==> config.mk <==
export PLATFORM = sky130hd
export DESIGN_NAME = link_control_bank
export DESIGN_NICKNAME = d
export VERILOG_FILES = /design/src/link_control_pkg.sv /design/src/link_event_if.sv /design/src/link_control_bank.sv /design/src/link_event_tracker.sv
export SDC_FILE = /design/constraint.sdc
export NUM_CORES = 1
export LEC_CHECK = 0
export BUFFER_PORTS_ARGS = -buffer_cell sky130_fd_sc_hd__buf_2
export CORE_ASPECT_RATIO = 1.4
export CORE_UTILIZATION = 45
export DETAILED_ROUTE_END_ITERATION = 10
export PLACE_DENSITY_LB_ADDON = 0.05
export SYNTH_ARGS = -nofsm -noshare
export SYNTH_HDL_FRONTEND = slang
export SYNTH_HIERARCHICAL = 1
export SYNTH_SLANG_ARGS = --single-unit
==> constraint.sdc <==
create_clock -name clk -period 2.4 [get_ports clk]
set_input_delay 0.48 -clock clk [delete_from_list [all_inputs] [get_ports clk]]
set_output_delay 0.48 -clock clk [all_outputs]
set_load 0.005 [all_outputs]
==> src/link_control_pkg.sv <==
// Notes on behaviour
// [RULE_01] Autonomous bandwidth status becoming set raises interrupt when bit 11 is one.
// [RULE_02] Bandwidth management status becoming set raises interrupt when bit 10 is one.
// [RULE_03] Port never changes configured width autonomously; bit 9 reads zero.
// [RULE_04] Clock power management bit 8 has no function and reads zero.
// [RULE_05] Bit 7 forces extra ordered sets on L0s exit and in recovery.
// [RULE_06] Common clock configuration bit 6 has no effect on behaviour.
// [RULE_07] Writing one to bit 5 in L0, L0s or L1 requests recovery.
// [RULE_08] Retrain written in any other training state is ignored.
// [RULE_09] Retrain bit always reads zero.
// [RULE_10] Retraining targets nonzero target speed that differs from current speed.
// [RULE_11] Fields written with retrain in one access apply to that retraining.
// [RULE_12] Disable bit one moves a link past polling to disabled.
// [RULE_13] Disable bit zero returns a disabled state machine to detect.
// [RULE_14] Read completion boundary bit 3 reads zero, 64-byte split completions.
// [RULE_15] Field 1:0 at 01b or 11b enables transmit L0s, else disabled.
// [RULE_16] Reserved bits 15:12 and 2 read zero, writes ignored.
// [RULE_17] Bandwidth management status sets when commanded retrain completes without link down.
// [RULE_18] Training flag reads one from retrain request until recovery/configuration is left.
package link_control_pkg;
   localparam logic [11:0] LINK_CONTROL_OFS = 12'h050;
   localparam logic [11:0] LINK_STATUS_OFS = 12'h052;
   localparam logic [15:0] CTL_RESET = 16'h0000;
   localparam logic [15:0] CTL_WR_MASK = 16'h0CD3;
   localparam logic [15:0] CTL_ZERO_MASK = 16'hF32C;
   localparam logic [3:0] SPEED_NONE = 4'h0;
   localparam int BIT_ASPM_LO = 0;
   localparam int BIT_ASPM_HI = 1;
   localparam int BIT_RSVD_LO = 2;
   localparam int BIT_RCB = 3;
   localparam int BIT_DISABLE = 4;
   localparam int BIT_RETRAIN = 5;
   localparam int BIT_COM_CLK = 6;
   localparam int BIT_EXT_SYNC = 7;
   localparam int BIT_CLK_PM = 8;
   localparam int BIT_AUTO_WIDTH = 9;
   localparam int BIT_BWM_IE = 10;
   localparam int BIT_ABW_IE = 11;
   localparam int BIT_RSVD_HI = 12;
   localparam int STS_TRAIN = 11;
   localparam int STS_BWM = 14;
   localparam int STS_ABW = 15;

   typedef enum logic [3:0] {
      ST_DETECT = 4'h0,
      ST_POLLING = 4'h1,
      ST_CONFIG = 4'h2,
      ST_L0 = 4'h3,
      ST_L0S = 4'h4,
      ST_L1 = 4'h5,
      ST_L2 = 4'h6,
      ST_RECOVERY = 4'h7,
      ST_DISABLED = 4'h8,
      ST_LOOPBACK = 4'h9,
      ST_HOT_RESET = 4'hA
   } ltssm_type;

   function automatic logic in_active(input ltssm_type st);
      return st == ST_L0 || st == ST_L0S || st == ST_L1;
   endfunction

   function automatic logic in_training(input ltssm_type st);
      return st == ST_RECOVERY || st == ST_CONFIG;
   endfunction

   function automatic logic past_polling(input ltssm_type st);
      return st != ST_DETECT && st != ST_POLLING;
   endfunction

   function automatic logic aspm_l0s(input logic [1:0] aspm);
      return aspm == 2'h1 || aspm == 2'h3;
   endfunction

   function automatic logic [15:0] merge_bytes(input logic [15:0] old, input logic [15:0] wd,
                                               input logic [1:0] be);
      return {be[1] ? wd[15:8] : old[15:8], be[0] ? wd[7:0] : old[7:0]};
   endfunction
endpackage

==> src/link_event_if.sv <==
`timescale 1ns/100ps
interface link_event_if;
   link_control_pkg::ltssm_type ltssm;
   logic link_down;
   logic auto_bw_event;
   logic retrain_go;
   logic clr_bwm;
   logic clr_abw;
   logic training;
   logic bwm_status;
   logic abw_status;
   logic bwm_set_pulse;
   logic abw_set_pulse;

   modport tracker (
      input ltssm, link_down, auto_bw_event, retrain_go, clr_bwm, clr_abw,
      output training, bwm_status, abw_status, bwm_set_pulse, abw_set_pulse
   );
   modport bank (
      output ltssm, link_down, auto_bw_event, retrain_go, clr_bwm, clr_abw,
      input training, bwm_status, abw_status, bwm_set_pulse, abw_set_pulse
   );
endinterface

==> src/link_control_bank.sv <==
`timescale 1ns/100ps
module link_control_bank (
   input wire logic clk, // Core clock, 50 MHz
   input wire logic rst_n, // Synchronous reset, active low
   input wire logic cfg_wr, // Config write strobe
   input wire logic cfg_rd, // Config read strobe
   input wire logic [11:0] cfg_addr, // Config byte address
   input wire logic [1:0] cfg_be, // Byte enables
   input wire logic [15:0] cfg_wdata, // Write data
   output logic [15:0] cfg_rdata, // Read data
   output logic cfg_rvalid, // Read data valid
   input wire logic [3:0] ltssm_state, // Training state machine state
   input wire logic link_down, // Data link went down
   input wire logic auto_bw_event, // Autonomous bandwidth change seen
   input wire logic [3:0] cur_speed, // Current operating speed
   input wire logic [3:0] target_speed, // Target link speed field
   output logic to_recovery, // Pulse: go to recovery
   output logic speed_change, // Pulse: negotiate to target speed
   output logic [3:0] retrain_speed, // Speed to negotiate
   output logic to_disabled, // Level: move to disabled
   output logic to_detect, // Level: leave disabled for detect
   output logic ext_sync, // Extra ordered sets
   output logic l0s_tx_en, // Transmit L0s allowed
   output logic bw_intr // Pulse: bandwidth interrupt
);
   typedef struct packed {
      logic [15:0] ctl;
      logic [15:0] rdata;
      logic rvalid;
      logic recovery;
      logic speed_chg;
      logic [3:0] speed;
      logic disabled;
      logic detect;
      logic irq;
   } bank_state_type;

   bank_state_type s;
   bank_state_type next_s;
   link_control_pkg::ltssm_type st;
   link_event_if ev ();
   logic wr_ctl;
   logic rd_ctl;
   logic wr_sts;
   logic rd_sts;
   logic retrain_req;
   logic retrain_ok;
   logic [15:0] ctl_written;
   logic [15:0] sts_word;

   assign st = link_control_pkg::ltssm_type'(ltssm_state);
   assign wr_ctl = cfg_wr && cfg_addr == link_control_pkg::LINK_CONTROL_OFS;
   assign rd_ctl = cfg_rd && cfg_addr == link_control_pkg::LINK_CONTROL_OFS;
   assign wr_sts = cfg_wr && cfg_addr == link_control_pkg::LINK_STATUS_OFS;
   assign rd_sts = cfg_rd && cfg_addr == link_control_pkg::LINK_STATUS_OFS;
   assign retrain_req = wr_ctl && cfg_be[0] && cfg_wdata[link_control_pkg::BIT_RETRAIN];
   // Retrain honoured only from L0, L0s or L1
   assign retrain_ok = retrain_req && link_control_pkg::in_active(st); // RULE_07 RULE_08
   // Reserved, fixed and retrain bits never stored
   assign ctl_written = link_control_pkg::merge_bytes(s.ctl, cfg_wdata, cfg_be)
                        & link_control_pkg::CTL_WR_MASK; // RULE_03 RULE_04 RULE_09 RULE_14 RULE_16

   assign ev.ltssm = st;
   assign ev.link_down = link_down;
   assign ev.auto_bw_event = auto_bw_event;
   assign ev.retrain_go = retrain_ok;
   assign ev.clr_bwm = wr_sts && cfg_be[1] && cfg_wdata[link_control_pkg::STS_BWM];
   assign ev.clr_abw = wr_sts && cfg_be[1] && cfg_wdata[link_control_pkg::STS_ABW];

   link_event_tracker u_tracker (
      .clk(clk),
      .rst_n(rst_n),
      .ev(ev.tracker)
   );

   always_comb
   begin
      sts_word = 16'h0000;
      sts_word[link_control_pkg::STS_ABW] = ev.abw_status;
      sts_word[link_control_pkg::STS_BWM] = ev.bwm_status;
      sts_word[link_control_pkg::STS_TRAIN] = ev.training; // RULE_18
   end

   always_comb
   begin
      next_s = s;
      if (wr_ctl)
         next_s.ctl = ctl_written; // RULE_06
      // New field values land on the same edge as the recovery request
      next_s.recovery = retrain_ok; // RULE_11
      next_s.speed_chg = retrain_ok && target_speed != link_control_pkg::SPEED_NONE
                         && target_speed != cur_speed; // RULE_10
      if (retrain_ok)
         next_s.speed = target_speed; // RULE_10
      next_s.disabled = next_s.ctl[link_control_pkg::BIT_DISABLE]
                        && link_control_pkg::past_polling(st); // RULE_12
      next_s.detect = !next_s.ctl[link_control_pkg::BIT_DISABLE]
                      && st == link_control_pkg::ST_DISABLED; // RULE_13
      next_s.irq = (ev.abw_set_pulse && s.ctl[link_control_pkg::BIT_ABW_IE]) // RULE_01
                   || (ev.bwm_set_pulse && s.ctl[link_control_pkg::BIT_BWM_IE]); // RULE_02
      next_s.rvalid = cfg_rd;
      next_s.rdata = 16'h0000;
      if (rd_ctl)
         next_s.rdata = s.ctl; // RULE_09 RULE_16
      else if (rd_sts)
         next_s.rdata = sts_word;
   end

   always_ff @(posedge clk)
   begin
      if (!rst_n)
      begin
         s <= '0;
         s.ctl <= link_control_pkg::CTL_RESET;
      end
      else
         s <= next_s;
   end

   assign cfg_rdata = s.rdata;
   assign cfg_rvalid = s.rvalid;
   assign to_recovery = s.recovery;
   assign speed_change = s.speed_chg;
   assign retrain_speed = s.speed;
   assign to_disabled = s.disabled;
   assign to_detect = s.detect;
   assign ext_sync = s.ctl[link_control_pkg::BIT_EXT_SYNC]; // RULE_05
   assign l0s_tx_en = link_control_pkg::aspm_l0s(
                         s.ctl[link_control_pkg::BIT_ASPM_HI:link_control_pkg::BIT_ASPM_LO]); // RULE_15
   assign bw_intr = s.irq;
endmodule

==> src/link_event_tracker.sv <==
`timescale 1ns/100ps
module link_event_tracker (
   input wire logic clk, // Core clock
   input wire logic rst_n, // Synchronous reset
   link_event_if.tracker ev // Status events to and from the bank
);
   typedef struct packed {
      logic pend;
      logic track;
      logic training;
      logic bwm;
      logic abw;
      logic bwm_pulse;
      logic abw_pulse;
   } tracker_state_type;

   tracker_state_type s;
   tracker_state_type next_s;
   logic bwm_evt;
   logic abw_evt;

   // Commanded retrain finished back in L0 with the link still up
   assign bwm_evt = s.track && ev.ltssm == link_control_pkg::ST_L0 && !ev.link_down; // RULE_17
   assign abw_evt = ev.auto_bw_event;

   always_comb
   begin
      next_s = s;
      if (ev.retrain_go)
         next_s.pend = 1'b1;
      else if (link_control_pkg::in_training(ev.ltssm))
         next_s.pend = 1'b0;
      if (s.pend && link_control_pkg::in_training(ev.ltssm))
         next_s.track = 1'b1;
      else if (bwm_evt)
         next_s.track = 1'b0;
      if (ev.link_down)
      begin
         next_s.pend = 1'b0;
         next_s.track = 1'b0;
      end
      next_s.training = next_s.pend || link_control_pkg::in_training(ev.ltssm); // RULE_18
      // Set wins over a clear in the same cycle
      next_s.bwm = bwm_evt || (s.bwm && !ev.clr_bwm); // RULE_17
      next_s.abw = abw_evt || (s.abw && !ev.clr_abw);
      next_s.bwm_pulse = bwm_evt && (!s.bwm || ev.clr_bwm);
      next_s.abw_pulse = abw_evt && (!s.abw || ev.clr_abw);
   end

   always_ff @(posedge clk)
   begin
      if (!rst_n)
         s <= '0;
      else
         s <= next_s;
   end

   assign ev.training = s.training;
   assign ev.bwm_status = s.bwm;
   assign ev.abw_status = s.abw;
   assign ev.bwm_set_pulse = s.bwm_pulse;
   assign ev.abw_set_pulse = s.abw_pulse;
endmodule

=== Word level (Yosys, flattened, before mapping) ===
Cells that the tools add are included.

* Bitwise gates (word level): 2
* Mux-type cells: 9
* Equality and inequality tests: 12
* Reductions and logical operators: 48

{| class="wikitable"
|+ Operators by type and width
! kind !! count
|-
| == test 12 x 7 -> 1 bit, second input constant || 2
|-
| logical AND 1 bit || 24
|-
| two-way mux 12 bit || 2
|-
| == test 4 x 3 -> 1 bit, second input constant || 3
|-
| logical OR 1 bit || 10
|-
| two-way mux 5 bit || 2
|-
| == test 4 x 2 -> 1 bit, second input constant || 2
|-
| nonzero test 4 bit || 2
|-
| zero test 1 bit || 6
|-
| == test 4 bit, second input constant || 1
|-
| two-way mux 1 bit || 4
|-
| != test 4 x 1 -> 1 bit, second input constant || 1
|-
| != test 4 bit || 1
|-
| AND reduction 2 bit || 2
|-
| OR reduction 2 bit || 2
|-
| OR reduction 3 bit || 1
|-
| == test 2 x 1 -> 1 bit, second input constant || 1
|-
| == test 2 bit, second input constant || 1
|-
| two-way mux 2 bit || 1
|-
| inverter 1 bit || 2
|-
| nonzero test 2 bit || 1
|}

* Input port bits: 48
* Output and inout bits: 28
* Register bits: 40
* Logic and storage cells: 91

=== Logic depth before layout (Yosys ltp) ===
Gate-level depths: netlist (run 1).

* Depth after elaboration: 8
* Gate-level depth with buffers: 7
* Gate-level depth less buffers: 6

=== Modules after synthesis ===
The synthesis (run 1) kept the hierarchy.

{| class="wikitable"
|+ By module, submodules not included
! module !! sequential area each (µm²) !! instances !! area an instance (µm²) !! cells each
|-
| link_control_bank || 520.5 || 1 || 1266.2 || 129
|-
| link_event_tracker || 140.1 || 1 || 280.3 || 27
|}

=== Least setup slack after synthesis (run 1) ===
Ideal clock, no wire load.

* Kind: input to register
* From: input port cfg_addr[11]
* To: register u_tracker.s (netlist bit u_tracker/ev.bwm_set_pulse)
* Arrival time: 1.743 ns
* Stages on the path: 7
* Buffers on the path: 1
* Required time: 2.340 ns
* Library setup time: 0.060 ns
* Path slack: 0.597 ns
* Path through: nor4_4 -> and3_1 -> buf_6 -> and4_1 -> and2_1 -> nand2b_1 -> and4_2

* Cells in the longest elaborated chain, start to end: 6

{| class="wikitable"
|+ Ends and longest elaborated chain
! element !! RTL line !! source
|-
| start: declaration || link_control_bank.sv:7 || <nowiki>input wire logic [11:0] cfg_addr,</nowiki>
|-
| == test 12 x 7 -> 1 bit || link_control_bank.sv:54 || <nowiki>assign wr_sts = cfg_wr && cfg_addr == link_control_pkg::LINK_STATUS_OFS;</nowiki>
|-
| logical AND 1 bit || link_control_bank.sv:54 ||
|-
| logical AND 1 bit (2 in a row) || link_control_bank.sv:67 || <nowiki>assign ev.clr_bwm = wr_sts && cfg_be[1] && cfg_wdata[link_control_pkg::STS_BWM];</nowiki>
|-
| named net ev.clr_bwm || link_event_if.sv:7 || <nowiki>logic clr_bwm;</nowiki>
|-
| logical OR 1 bit || link_event_tracker.sv:46 || <nowiki>next_s.bwm_pulse = bwm_evt && (!s.bwm || ev.clr_bwm);</nowiki>
|-
| logical AND 1 bit || link_event_tracker.sv:46 ||
|-
| end signal: assignment || link_event_tracker.sv:55 || <nowiki>s <= next_s;</nowiki>
|-
| end: declaration || link_event_tracker.sv:17 || <nowiki>tracker_state_type s;</nowiki>
|}

The timed path passes the listed nets, and every way through them passes these cells.
A chain may end at the register's enable or synchronous reset.

=== Final worst setup path (run 1) ===
Ends and elaborated chain as after synthesis.

==> results of run 1 <==
cell usage after synthesis, drive strengths merged (2+ instances only):
| library cell | instances |
|---|---|
| dfxtp | 33 |
| buf | 22 |
| nand2 | 16 |
| and2 | 12 |
| a21boi | 7 |
| nor2b | 7 |
| nor2 | 6 |
| and3 | 5 |
| mux2i | 5 |
| xnor2 | 5 |
| and3b | 4 |
| nand3 | 4 |
| and4 | 3 |
| clkbuf | 3 |
| a31o | 2 |
| nand2b | 2 |
| nand4 | 2 |
| nor3b | 2 |
| nor4 | 2 |
| nor4b | 2 |
| o21a | 2 |
cell families after synthesis:
logic type | count (synthesis) | synth area share
buffers and inverters | 25 | 0.115
multiplexers | 6 | 0.0396
AO/OA/AOI/OAI | 17 | 0.0825
flip-flops | 33 | 0.427
AND/OR/NAND/NOR | 69 | 0.305
other | 1 | 0.00242
XOR/XNOR | 5 | 0.0283
final timing paths:
kind                                                    to  slack [ns]        startpoint  cells past startpoint
worst max-delay path            u_tracker/ev.bwm_set_pulse        0.77      cfg_addr[11]                      7
worst min-delay path            u_tracker/ev.abw_set_pulse        0.43     auto_bw_event                      3
worst max register to register               cfg_rdata[11]        1.53             s[37]                      2
worst min register to register            retrain_speed[1]        0.45  retrain_speed[1]                      2
tightest hold or removal path, cell delays in order:
cell,delay [ns]
buf_2,0.10
nand2_1,0.05
nor2_1,0.03
state kept, by name (all words and copies together) (netlist names):
name,flops
cfg_rdata,9
s,6
retrain_speed,4
u_tracker/s,2
bw_intr,1
cfg_rvalid,1
ext_sync,1
speed_change,1
to_detect,1
to_disabled,1
to_recovery,1
u_tracker/ev.abw_set_pulse,1
u_tracker/ev.abw_status,1
u_tracker/ev.bwm_set_pulse,1
u_tracker/ev.bwm_status,1
u_tracker/ev.training,1
metrics by stage:
step           utilization  hold slack [ns]  instance area, um2
4_1_cts              0.578            0.418                1840
2_1_floorplan            -            0.421                1570
5_1_grt              0.578            0.431                1840
6_report             0.578            0.428                1840
3_5_place_dp         0.552            0.440                1760
3_3_place_gp         0.552            0.432                1760
power by group through the flow:
stage	Clock, uW	Sequential, uW	Combinational [uW]
floorplan	0	565	46.5
global placement	0	565	86.4
detailed placement	0	565	89.4
CTS	402	552	89.5
global route	426	552	99.1
finish	388	552	88.8
routing by layer:
| metal | GRT usage | wire length (um) | up-vias |
|---|---|---|---|
| met2 | 0.268 | 1310 | 52 |
| met1 | 0.159 | 1070 | 522 |
| met5 | 0 | 0 | - |
| met3 | 0.0722 | 273 | 7 |
| met4 | 0.0811 | 58 | 0 |
| li1 | - | - | 608 |
cell usage in the layout, fill, tap and decap left out, drive strengths merged, types with 5 or more instances in the layout:
cell and count:
a21boi 7, nor2b 7, nor2 6, and3 5
conb 7, and2 12, buf 63, mux2i 5
nand2 16, xnor2 5, dfxtp 33, clkbuf 6
area by class of cell:
class | instances | area (um2)
clock buffers | 6 | 72.6
fillers | 308 | 1340
clock inverters | 2 | 10.0
well taps | 39 | 48.8
flip-flops and latches | 33 | 661
repair buffers | 63 | 318
multi-input cells | 104 | 731
==> impl_metrics.env, run 1 <==
export IMPL_hpwl_mm=2.16
export IMPL_synth_avg_cell_area_um2=9.91
export IMPL_p_sw_frac=0.225
export IMPL_die_w_um=51.5
export IMPL_wl_per_cell_um=11.0
export IMPL_synth_edf_count=0
export IMPL_syn_cell_area_mm2=0.00155
export IMPL_postCtsSetupBuffers=0
export IMPL_core_mm2=0.00318
export IMPL_ys_top_cells_by_area="dfxtp_1, buf_4, and2_1, nand2_1, mux2i_1"
export IMPL_setup_viol=0
export IMPL_grt_max_degree=29
export IMPL_io_buffers=62
export IMPL_drtPass1Iterations=6
export IMPL_outcome="finished, final reports clean"
export IMPL_cts_buffers=5
export IMPL_final_setup_tns_ns=0
export IMPL_drv_slew=0
export IMPL_htreeDepth=2
export IMPL_antenna_found_initial=0
export IMPL_first_iter_violations=29
export IMPL_setup_worst_path_start_class="primary input"
export IMPL_syn_inst=156
export IMPL_internal_power_uw=798
export IMPL_finalClockSkew_ns=0.00432
export IMPL_synth_top_area_share=0.427
export IMPL_cp_required_ns=2.62
export IMPL_ctsResizeCount=0
export IMPL_placed_cells=239
export IMPL_synth_top_area_cell="dfxtp_1"
export IMPL_arrival_ns=1.85
export IMPL_yosysWarningCount=6
export IMPL_crit_fanout=4
export IMPL_slowest_stage="nor4_4"
export IMPL_fin_ws_ns=0.769
export IMPL_maxCapViolations=0
export IMPL_grt_pass1_vias=1054
export IMPL_root_buffer="clkbuf_8"
export IMPL_crit_chain="buf_2, nor4_4, and3_1, and4_1, and2_1, nand2b_1, and4_2"
export IMPL_ys_flop_type="dfxtp_1"
export IMPL_min_path_type="in -> reg"
export IMPL_top_level_ports=76
export IMPL_p_leak_uw=0.000871
export IMPL_die_y_um=71.4
export IMPL_routabilityCongestion=0.697
export IMPL_path_clk_slew_ns=0.06
export IMPL_min_period_ns=1.63
export IMPL_num_rows=24
export IMPL_power_frac_seq=0.537
export IMPL_area_growth_pct=19.0
export IMPL_hold_violations=0
export IMPL_p_clk_frac=0.377
export IMPL_yosysUniqueCellTypes=43
export IMPL_synth_seq_area_share=0.427
export IMPL_grt_use_total=0.158
export IMPL_setup_worst_path_end_class="flip-flop"
export IMPL_drc=0
export IMPL_comb_power_share=0.086
export IMPL_via_per_inst=4.81
export IMPL_vias=1189
export IMPL_cts_hold_buf=0
export IMPL_wl_mm=2.71
export IMPL_slowest_delay_ns=0.37
export IMPL_finalPower_uw=1030
export IMPL_drive_above_1_share=0.404
export IMPL_grt_remaining_overflow=0
export IMPL_synth_seq_cells=33
export IMPL_path_delay_family="simple AND/OR/NAND/NOR gates"
export IMPL_layout_cells_non_filler=247
export IMPL_cts_sinks=33
export IMPL_diodes=0
export IMPL_clk_latency_ns=0.28
export IMPL_pre_cts_slack_ns=0.465
export IMPL_p_per_area_mw_per_mm2=559
export IMPL_ant_nets=0
export IMPL_cts_buffer_depth=2
export IMPL_fmax_ghz=0.613
export IMPL_initial_utilization=0.486
export IMPL_grt_pass1_wl_mm=4.29
export IMPL_crit_type="in -> reg"
export IMPL_peakVddDrop_mv=0.511
export IMPL_die_area_mm2=0.00368
export IMPL_rsz0062_at_grt="no"
export IMPL_cp_buffers_inverters=1
export IMPL_final_period_utilization=0.680
export IMPL_synth_async_reset_ratio=0
export IMPL_nets=255
export IMPL_cts_tree="yes"
export IMPL_power_switching_uw=231
Note: power is estimated with default switching activity, not from simulation.
==> run 2: changes to the inputs <==
ABC_AREA = 1   (was default)
clock period = 1.7 ns   (was 2.4 ns; I/O delays follow)
==> run 2 against run 1 <==
  * Critical path depth rose by 3
  * Final cell count rose by 22%
  * Via count rose by 10%
  * Sequential cell count did not move
  * Sequential share of layout area fell by 0.36 points
  * Wire length fell by 0.30%
  * Die area rose by 0.39%
  * Highest routed layer unchanged
  * First-iteration DRC count fell by 59%
==> impl_metrics.env, run 2 <==
export IMPL_cp_required_ns=1.93
export IMPL_p_per_area_mw_per_mm2=783
export IMPL_final_period_utilization=0.712
export IMPL_peakVddDrop_mv=0.644
export IMPL_first_iter_violations=12
export IMPL_pre_cts_slack_ns=0.183
export IMPL_cts_buffer_depth=2
export IMPL_cts_sinks=33
export IMPL_core_mm2=0.00321
export IMPL_gr_max_usage_layer="met2"
export IMPL_num_rows=24
export IMPL_arrival_ns=1.44
export IMPL_use_met1=0.184
export IMPL_root_buffer="clkbuf_8"
export IMPL_post_route_util=0.579
export IMPL_final_setup_tns_ns=0
export IMPL_cts_buffers=5
export IMPL_postCtsSetupBuffers=0
export IMPL_synth_avg_cell_area_um2=7.50
export IMPL_path_clk_slew_ns=0.06
export IMPL_top_level_ports=76
export IMPL_synth_seq_cells=33
export IMPL_grt_use_met3=0.0764
export IMPL_grt_pass1_wl_mm=4.54
export IMPL_ys_top_cells_by_area="dfxtp_1, nor2_1, buf_4, nand2_1, inv_1"
export IMPL_wl_per_cell_um=8.98
export IMPL_grt_max_degree=19
export IMPL_nets=309
export IMPL_final_common_cell="buf_2"
export IMPL_outcome="finished, final reports clean"
export IMPL_min_period_ns=1.21
export IMPL_syn_inst=207
export IMPL_slowest_delay_ns=0.24
export IMPL_via_per_inst=4.35
export IMPL_synthTopCellsByCount="nor2_1, nand2_1, dfxtp_1, inv_1, buf_4"
export IMPL_synth_top_area_share=0.425
export IMPL_yosys_area_share_simple=0.331
export IMPL_final_cell_mix="buf_2, nor2_1, nand2_1"
export IMPL_synthMuxAreaShare=0
export IMPL_largest_reg_flops=9
export IMPL_ys_flop_type="dfxtp_1"
export IMPL_p_leak_uw=0.000979
export IMPL_ant_nets=0
export IMPL_rsz0062_at_grt="no"
export IMPL_htreeDepth=2
export IMPL_die_y_um=71.5
export IMPL_drtPass1Iterations=4
export IMPL_fmax_ghz=0.827
export IMPL_synth_xor_area_share=0.0226
export IMPL_die_area_mm2=0.00369
export IMPL_synth_top_family_by_area="simple AND/OR/NAND/NOR gates"
export IMPL_vias=1308
export IMPL_die_w_um=51.6
export IMPL_drive_above_1_share=0.309
export IMPL_synth_compound_area_frac=0.0435
export IMPL_setup_worst_path_end_class="flip-flop"
export IMPL_cts_hold_buf=0
export IMPL_wl_mm=2.70
export IMPL_grt_remaining_overflow=0
export IMPL_hpwl_mm=2.05
export IMPL_yosysUniqueCellTypes=27
export IMPL_yosysWarningCount=6
export IMPL_synthAdderAreaFrac=0
export IMPL_grt_pass1_vias=1125
export IMPL_crit_fanout=18
export IMPL_cts_tree="yes"
export IMPL_drv_slew=0
export IMPL_finalPower_uw=1460
export IMPL_synth_top_area_cell="dfxtp_1"
export IMPL_stdcell_area_mm2=0.00186
export IMPL_fin_ws_ns=0.490
export IMPL_setup_viol=0
export IMPL_synth_seq_area_share=0.425
export IMPL_setup_worst_path_start_class="primary input"
export IMPL_place_area_mm2=0.00178
export IMPL_drc=0
export IMPL_fillers=353
export IMPL_synth_async_reset_ratio=0
export IMPL_syn_cell_area_mm2=0.00155
export IMPL_routabilityCongestion=0.714
export IMPL_crit_type="in -> reg"
export IMPL_clk_latency_ns=0.28
export IMPL_diodes=0
export IMPL_io_buffers=62
export IMPL_area_growth_pct=19.7
export IMPL_ctsResizeCount=0
export IMPL_grt_use_total=0.166
export IMPL_finalClockSkew_ns=0.00626
export IMPL_crit_top_cell="nand2_1"
export IMPL_hold_violations=0
export IMPL_initial_utilization=0.483
export IMPL_antenna_found_initial=0
export IMPL_min_path_type="in -> reg"
export IMPL_crit_chain="buf_2, nor2_1, nand2_1, nor2_4, nand3_4, nor2_2, inv_1, nand2_1, nand2_1, nand2_1"
export IMPL_synth_most_common_cell="nor2_1"
export IMPL_gr_usage_met2=0.271
export IMPL_slowest_stage="nand3_4"
export IMPL_synth_edf_count=0
export IMPL_maxCapViolations=0
[run 2: cell count changes in the layout (fill, tap and decap cells not counted), moves of 4 or more]
cell,delta
a21boi_0,-5
and2_1,-9
inv_1,+27
mux2i_1,-5
nand2_1,+24
nand4_1,+4
nor2_1,+36
nor2b_1,-7
nor3_2,+4
[run 2: logic make-up after synthesis]
logic type | count (synthesis)
other | 1
flip-flops | 33
XOR/XNOR | 4
buffers and inverters | 50
AND/OR/NAND/NOR | 110
AO/OA/AOI/OAI | 9
[run 2: where the power goes]
group | internal [uW] | switching (uW)
Combinational | 57.9 | 63.7
Clock | 290 | 262
Sequential | 779 | 1.79
[run 2: final cells by class]
| class | instances | area (um2) | area share |
|---|---|---|---|
| Tap cell | 39 | 48.8 | 0.0262 |
| Timing Repair Buffer | 64 | 325 | 0.175 |
| Clock buffer | 8 | 80.1 | 0.0431 |
| Sequential cell | 33 | 661 | 0.355 |
| Multi-Input combinational cell | 130 | 643 | 0.346 |
| Inverter | 27 | 101 | 0.0545 |
[run 2: path summary, 6_finish.rpt]
kind	start	end	slack (ns)	cells after the start
setup / recovery	cfg_addr[11]	u_tracker/ev.training	0.49	10
hold / removal	auto_bw_event	u_tracker/ev.abw_status	0.27	3
setup reg to reg	u_tracker/s[5]	u_tracker/s[5]	0.88	5
hold reg to reg	u_tracker/ev.abw_status	cfg_rdata[15]	0.43	2
[run 2: metrics by stage]
stage / hold WS (ns) / cells
finish: 0.272 / 301
global route: 0.283 / 301
CTS: 0.273 / 301
detailed placement: 0.417 / 293
global placement: 0.418 / 293
floorplan: 0.408 / 213
[run 2: routing by layer]
metal  part of all wire  routed length, um
met1               0.44               1180
met2               0.46               1260
met3              0.087                234
met4              0.011                 29
met5                  0                  0
[run 2: worst max-delay path: cells and delay by family]
kind	cells	cell delay (ns)
buffers and inverters	2	0.15
and+or+nand+nor	8	0.95
==> run 3: changes to the inputs <==
ABC_AREA = 0   (was 1)
CORE_UTILIZATION = 41   (was 45)
clock period = 1.05 ns   (was 1.7 ns; I/O delays follow)
==> run 3 against run 2 <==
  * First-iteration DRC count grew 58%
  * Critical path type unchanged
  * The flow now finishes with violations (negative setup slack)
  * Clock power grew 86%
  * Critical path depth down 3
==> impl_metrics.env, run 3 (synthesis gave the netlist of run 1 again) <==
export IMPL_fmax_ghz=0.815
export IMPL_top_level_ports=76
export IMPL_slowest_delay_ns=0.29
export IMPL_cp_required_ns=1.27
export IMPL_grt_max_degree=19
export IMPL_p_leak_uw=0.000966
export IMPL_min_path_type="in -> reg"
export IMPL_ant_nets=0
export IMPL_fillers=359
export IMPL_hold_depth=2
export IMPL_r2r_end="cfg_rdata[11]"
export IMPL_rr_startpoint="s[37]"
export IMPL_worst_r2r_cell_count=2
export IMPL_via_per_inst=4.74
export IMPL_pre_cts_slack_ns=-0.493
export IMPL_first_iter_violations=19
export IMPL_die_y_um=74.7
export IMPL_crit_end="u_tracker/ev.bwm_set_pulse"
export IMPL_wl_per_cell_um=11.8
export IMPL_drtPass1Iterations=4
export IMPL_drc=0
export IMPL_num_rows=26
export IMPL_finalPower_uw=2550
export IMPL_cts_buffers=5
export IMPL_die_w_um=53.9
export IMPL_core_mm2=0.00364
export IMPL_outcome="finished with violations"
export IMPL_slowest_stage="nor4_4"
export IMPL_io_buffers=62
export IMPL_path_clk_slew_ns=0.06
export IMPL_grt_pass1_vias=1231
export IMPL_crit_start="cfg_addr[10]"
export IMPL_clk_latency_ns=0.27
export IMPL_crit_chain="buf_6, nor4_4, and3_4, and4_4, and2_4, nand2b_4, and4_4"
export IMPL_cts_sinks=33
export IMPL_final_common_cell="buf_2"
export IMPL_area_growth_pct=34.2
export IMPL_root_buffer="clkbuf_8"
export IMPL_drive_above_1_share=0.507
export IMPL_initial_utilization=0.424
export IMPL_multi_input_area_um2=790
export IMPL_fin_ws_ns=-0.177
export IMPL_grt_use_total=0.174
export IMPL_final_cell_mix="buf_2, dfxtp_1, buf_4"
export IMPL_crit_fanout=2
export IMPL_setup_viol=17
export IMPL_final_setup_tns_ns=-0.923
export IMPL_regArea_um2=661
export IMPL_largest_reg_flops=9
export IMPL_setup_worst_path_start_class="primary input"
export IMPL_min_period_ns=1.23
export IMPL_cts_tree="yes"
export IMPL_antenna_found_initial=0
export IMPL_drv_slew=0
export IMPL_crit_type="in -> reg"
export IMPL_diodes=0
export IMPL_maxCapViolations=0
export IMPL_rsz0062_at_grt="yes"
export IMPL_p_per_area_mw_per_mm2=1230
export IMPL_setup_worst_path_end_class="flip-flop"
export IMPL_peakVddDrop_mv=0.985
export IMPL_nets=270
export IMPL_htreeDepth=2
export IMPL_cts_buffer_depth=2
export IMPL_r2r_slack_ns=0.17
export IMPL_grt_remaining_overflow=0
export IMPL_wl_mm=3.12
export IMPL_cts_hold_buf=0
export IMPL_hold_violations=0
export IMPL_routabilityCongestion=0.710
export IMPL_hpwl_mm=2.55
export IMPL_vias=1255
export IMPL_die_area_mm2=0.00402
export IMPL_crit_top_cell="and4_4"
export IMPL_grt_pass1_wl_mm=5.00
export IMPL_arrival_ns=1.45
export IMPL_final_period_utilization=1.17
export IMPL_failed_checks="negative setup slack"
export IMPL_finalClockSkew_ns=0.00364
-- run 3: layout make-up --
cell class	count	share of cell area
Sequential cell	33	0.318
Multi-Input combinational cell	104	0.380
Tap cell	42	0.0253
Clock buffer	7	0.0464
Clock inverter	1	0.00241
Timing Repair Buffer	78	0.227
-- run 3: critical path, delay by kind of cell --
family	cells	cell delay, ns
buffers and inverters	1	0.09
and+or+nand+nor	6	1.14
-- run 3: repair_timing --
item | 4_1_cts | 5_1_grt
pin swaps | 10 | 14
resized for setup | 7 | 13
setup endpoints to repair | 23 | 29
buffers inserted | 3 | 1
-- run 3: routing by layer --
layer | GRT usage | share of wire | vias up
met2 | 0.316 | 0.55 | 43
met5 | 0 | 0 | -
li1 | - | - | 636
met1 | 0.171 | 0.38 | 570
met3 | 0.0465 | 0.054 | 6
met4 | 0.0994 | 0.018 | 0
-- run 3: through the flow --
| stage | util | hold WS [ns] | instance area, um2 | std cells |
|---|---|---|---|---|
| after global placement | 0.521 | 0.435 | 1900 | 257 |
| final | 0.570 | 0.164 | 2080 | 265 |
| after global routing | 0.570 | 0.146 | 2080 | 265 |
| after detailed placement | 0.521 | 0.443 | 1900 | 257 |
| after CTS | 0.557 | 0.156 | 2030 | 265 |
| after floorplan | - | 0.328 | 1580 | 162 |
-- run 3: worst min-delay path by stage --
stage / to / startpoint / slack (ns)
2_1_floorplan: u_tracker/ev.abw_status / rst_n / 0.33
3_3_place_gp: u_tracker/ev.abw_status / auto_bw_event / 0.43
3_5_place_dp: s[27] / s[27] / 0.44
4_1_cts: u_tracker/ev.abw_status / auto_bw_event / 0.16
5_1_grt: s[36] / cfg_wdata[10] / 0.15
6_report: u_tracker/ev.abw_status / auto_bw_event / 0.16
-- run 3: report_power, final --
group          switching, uW  leakage, uW  total [uW]  internal [uW]
Sequential              2.84     0.000267        1260           1260
Combinational            112     0.000645         258            146
Clock                    439    0.0000542        1030            592
Total                    554     0.000966        2550           2000
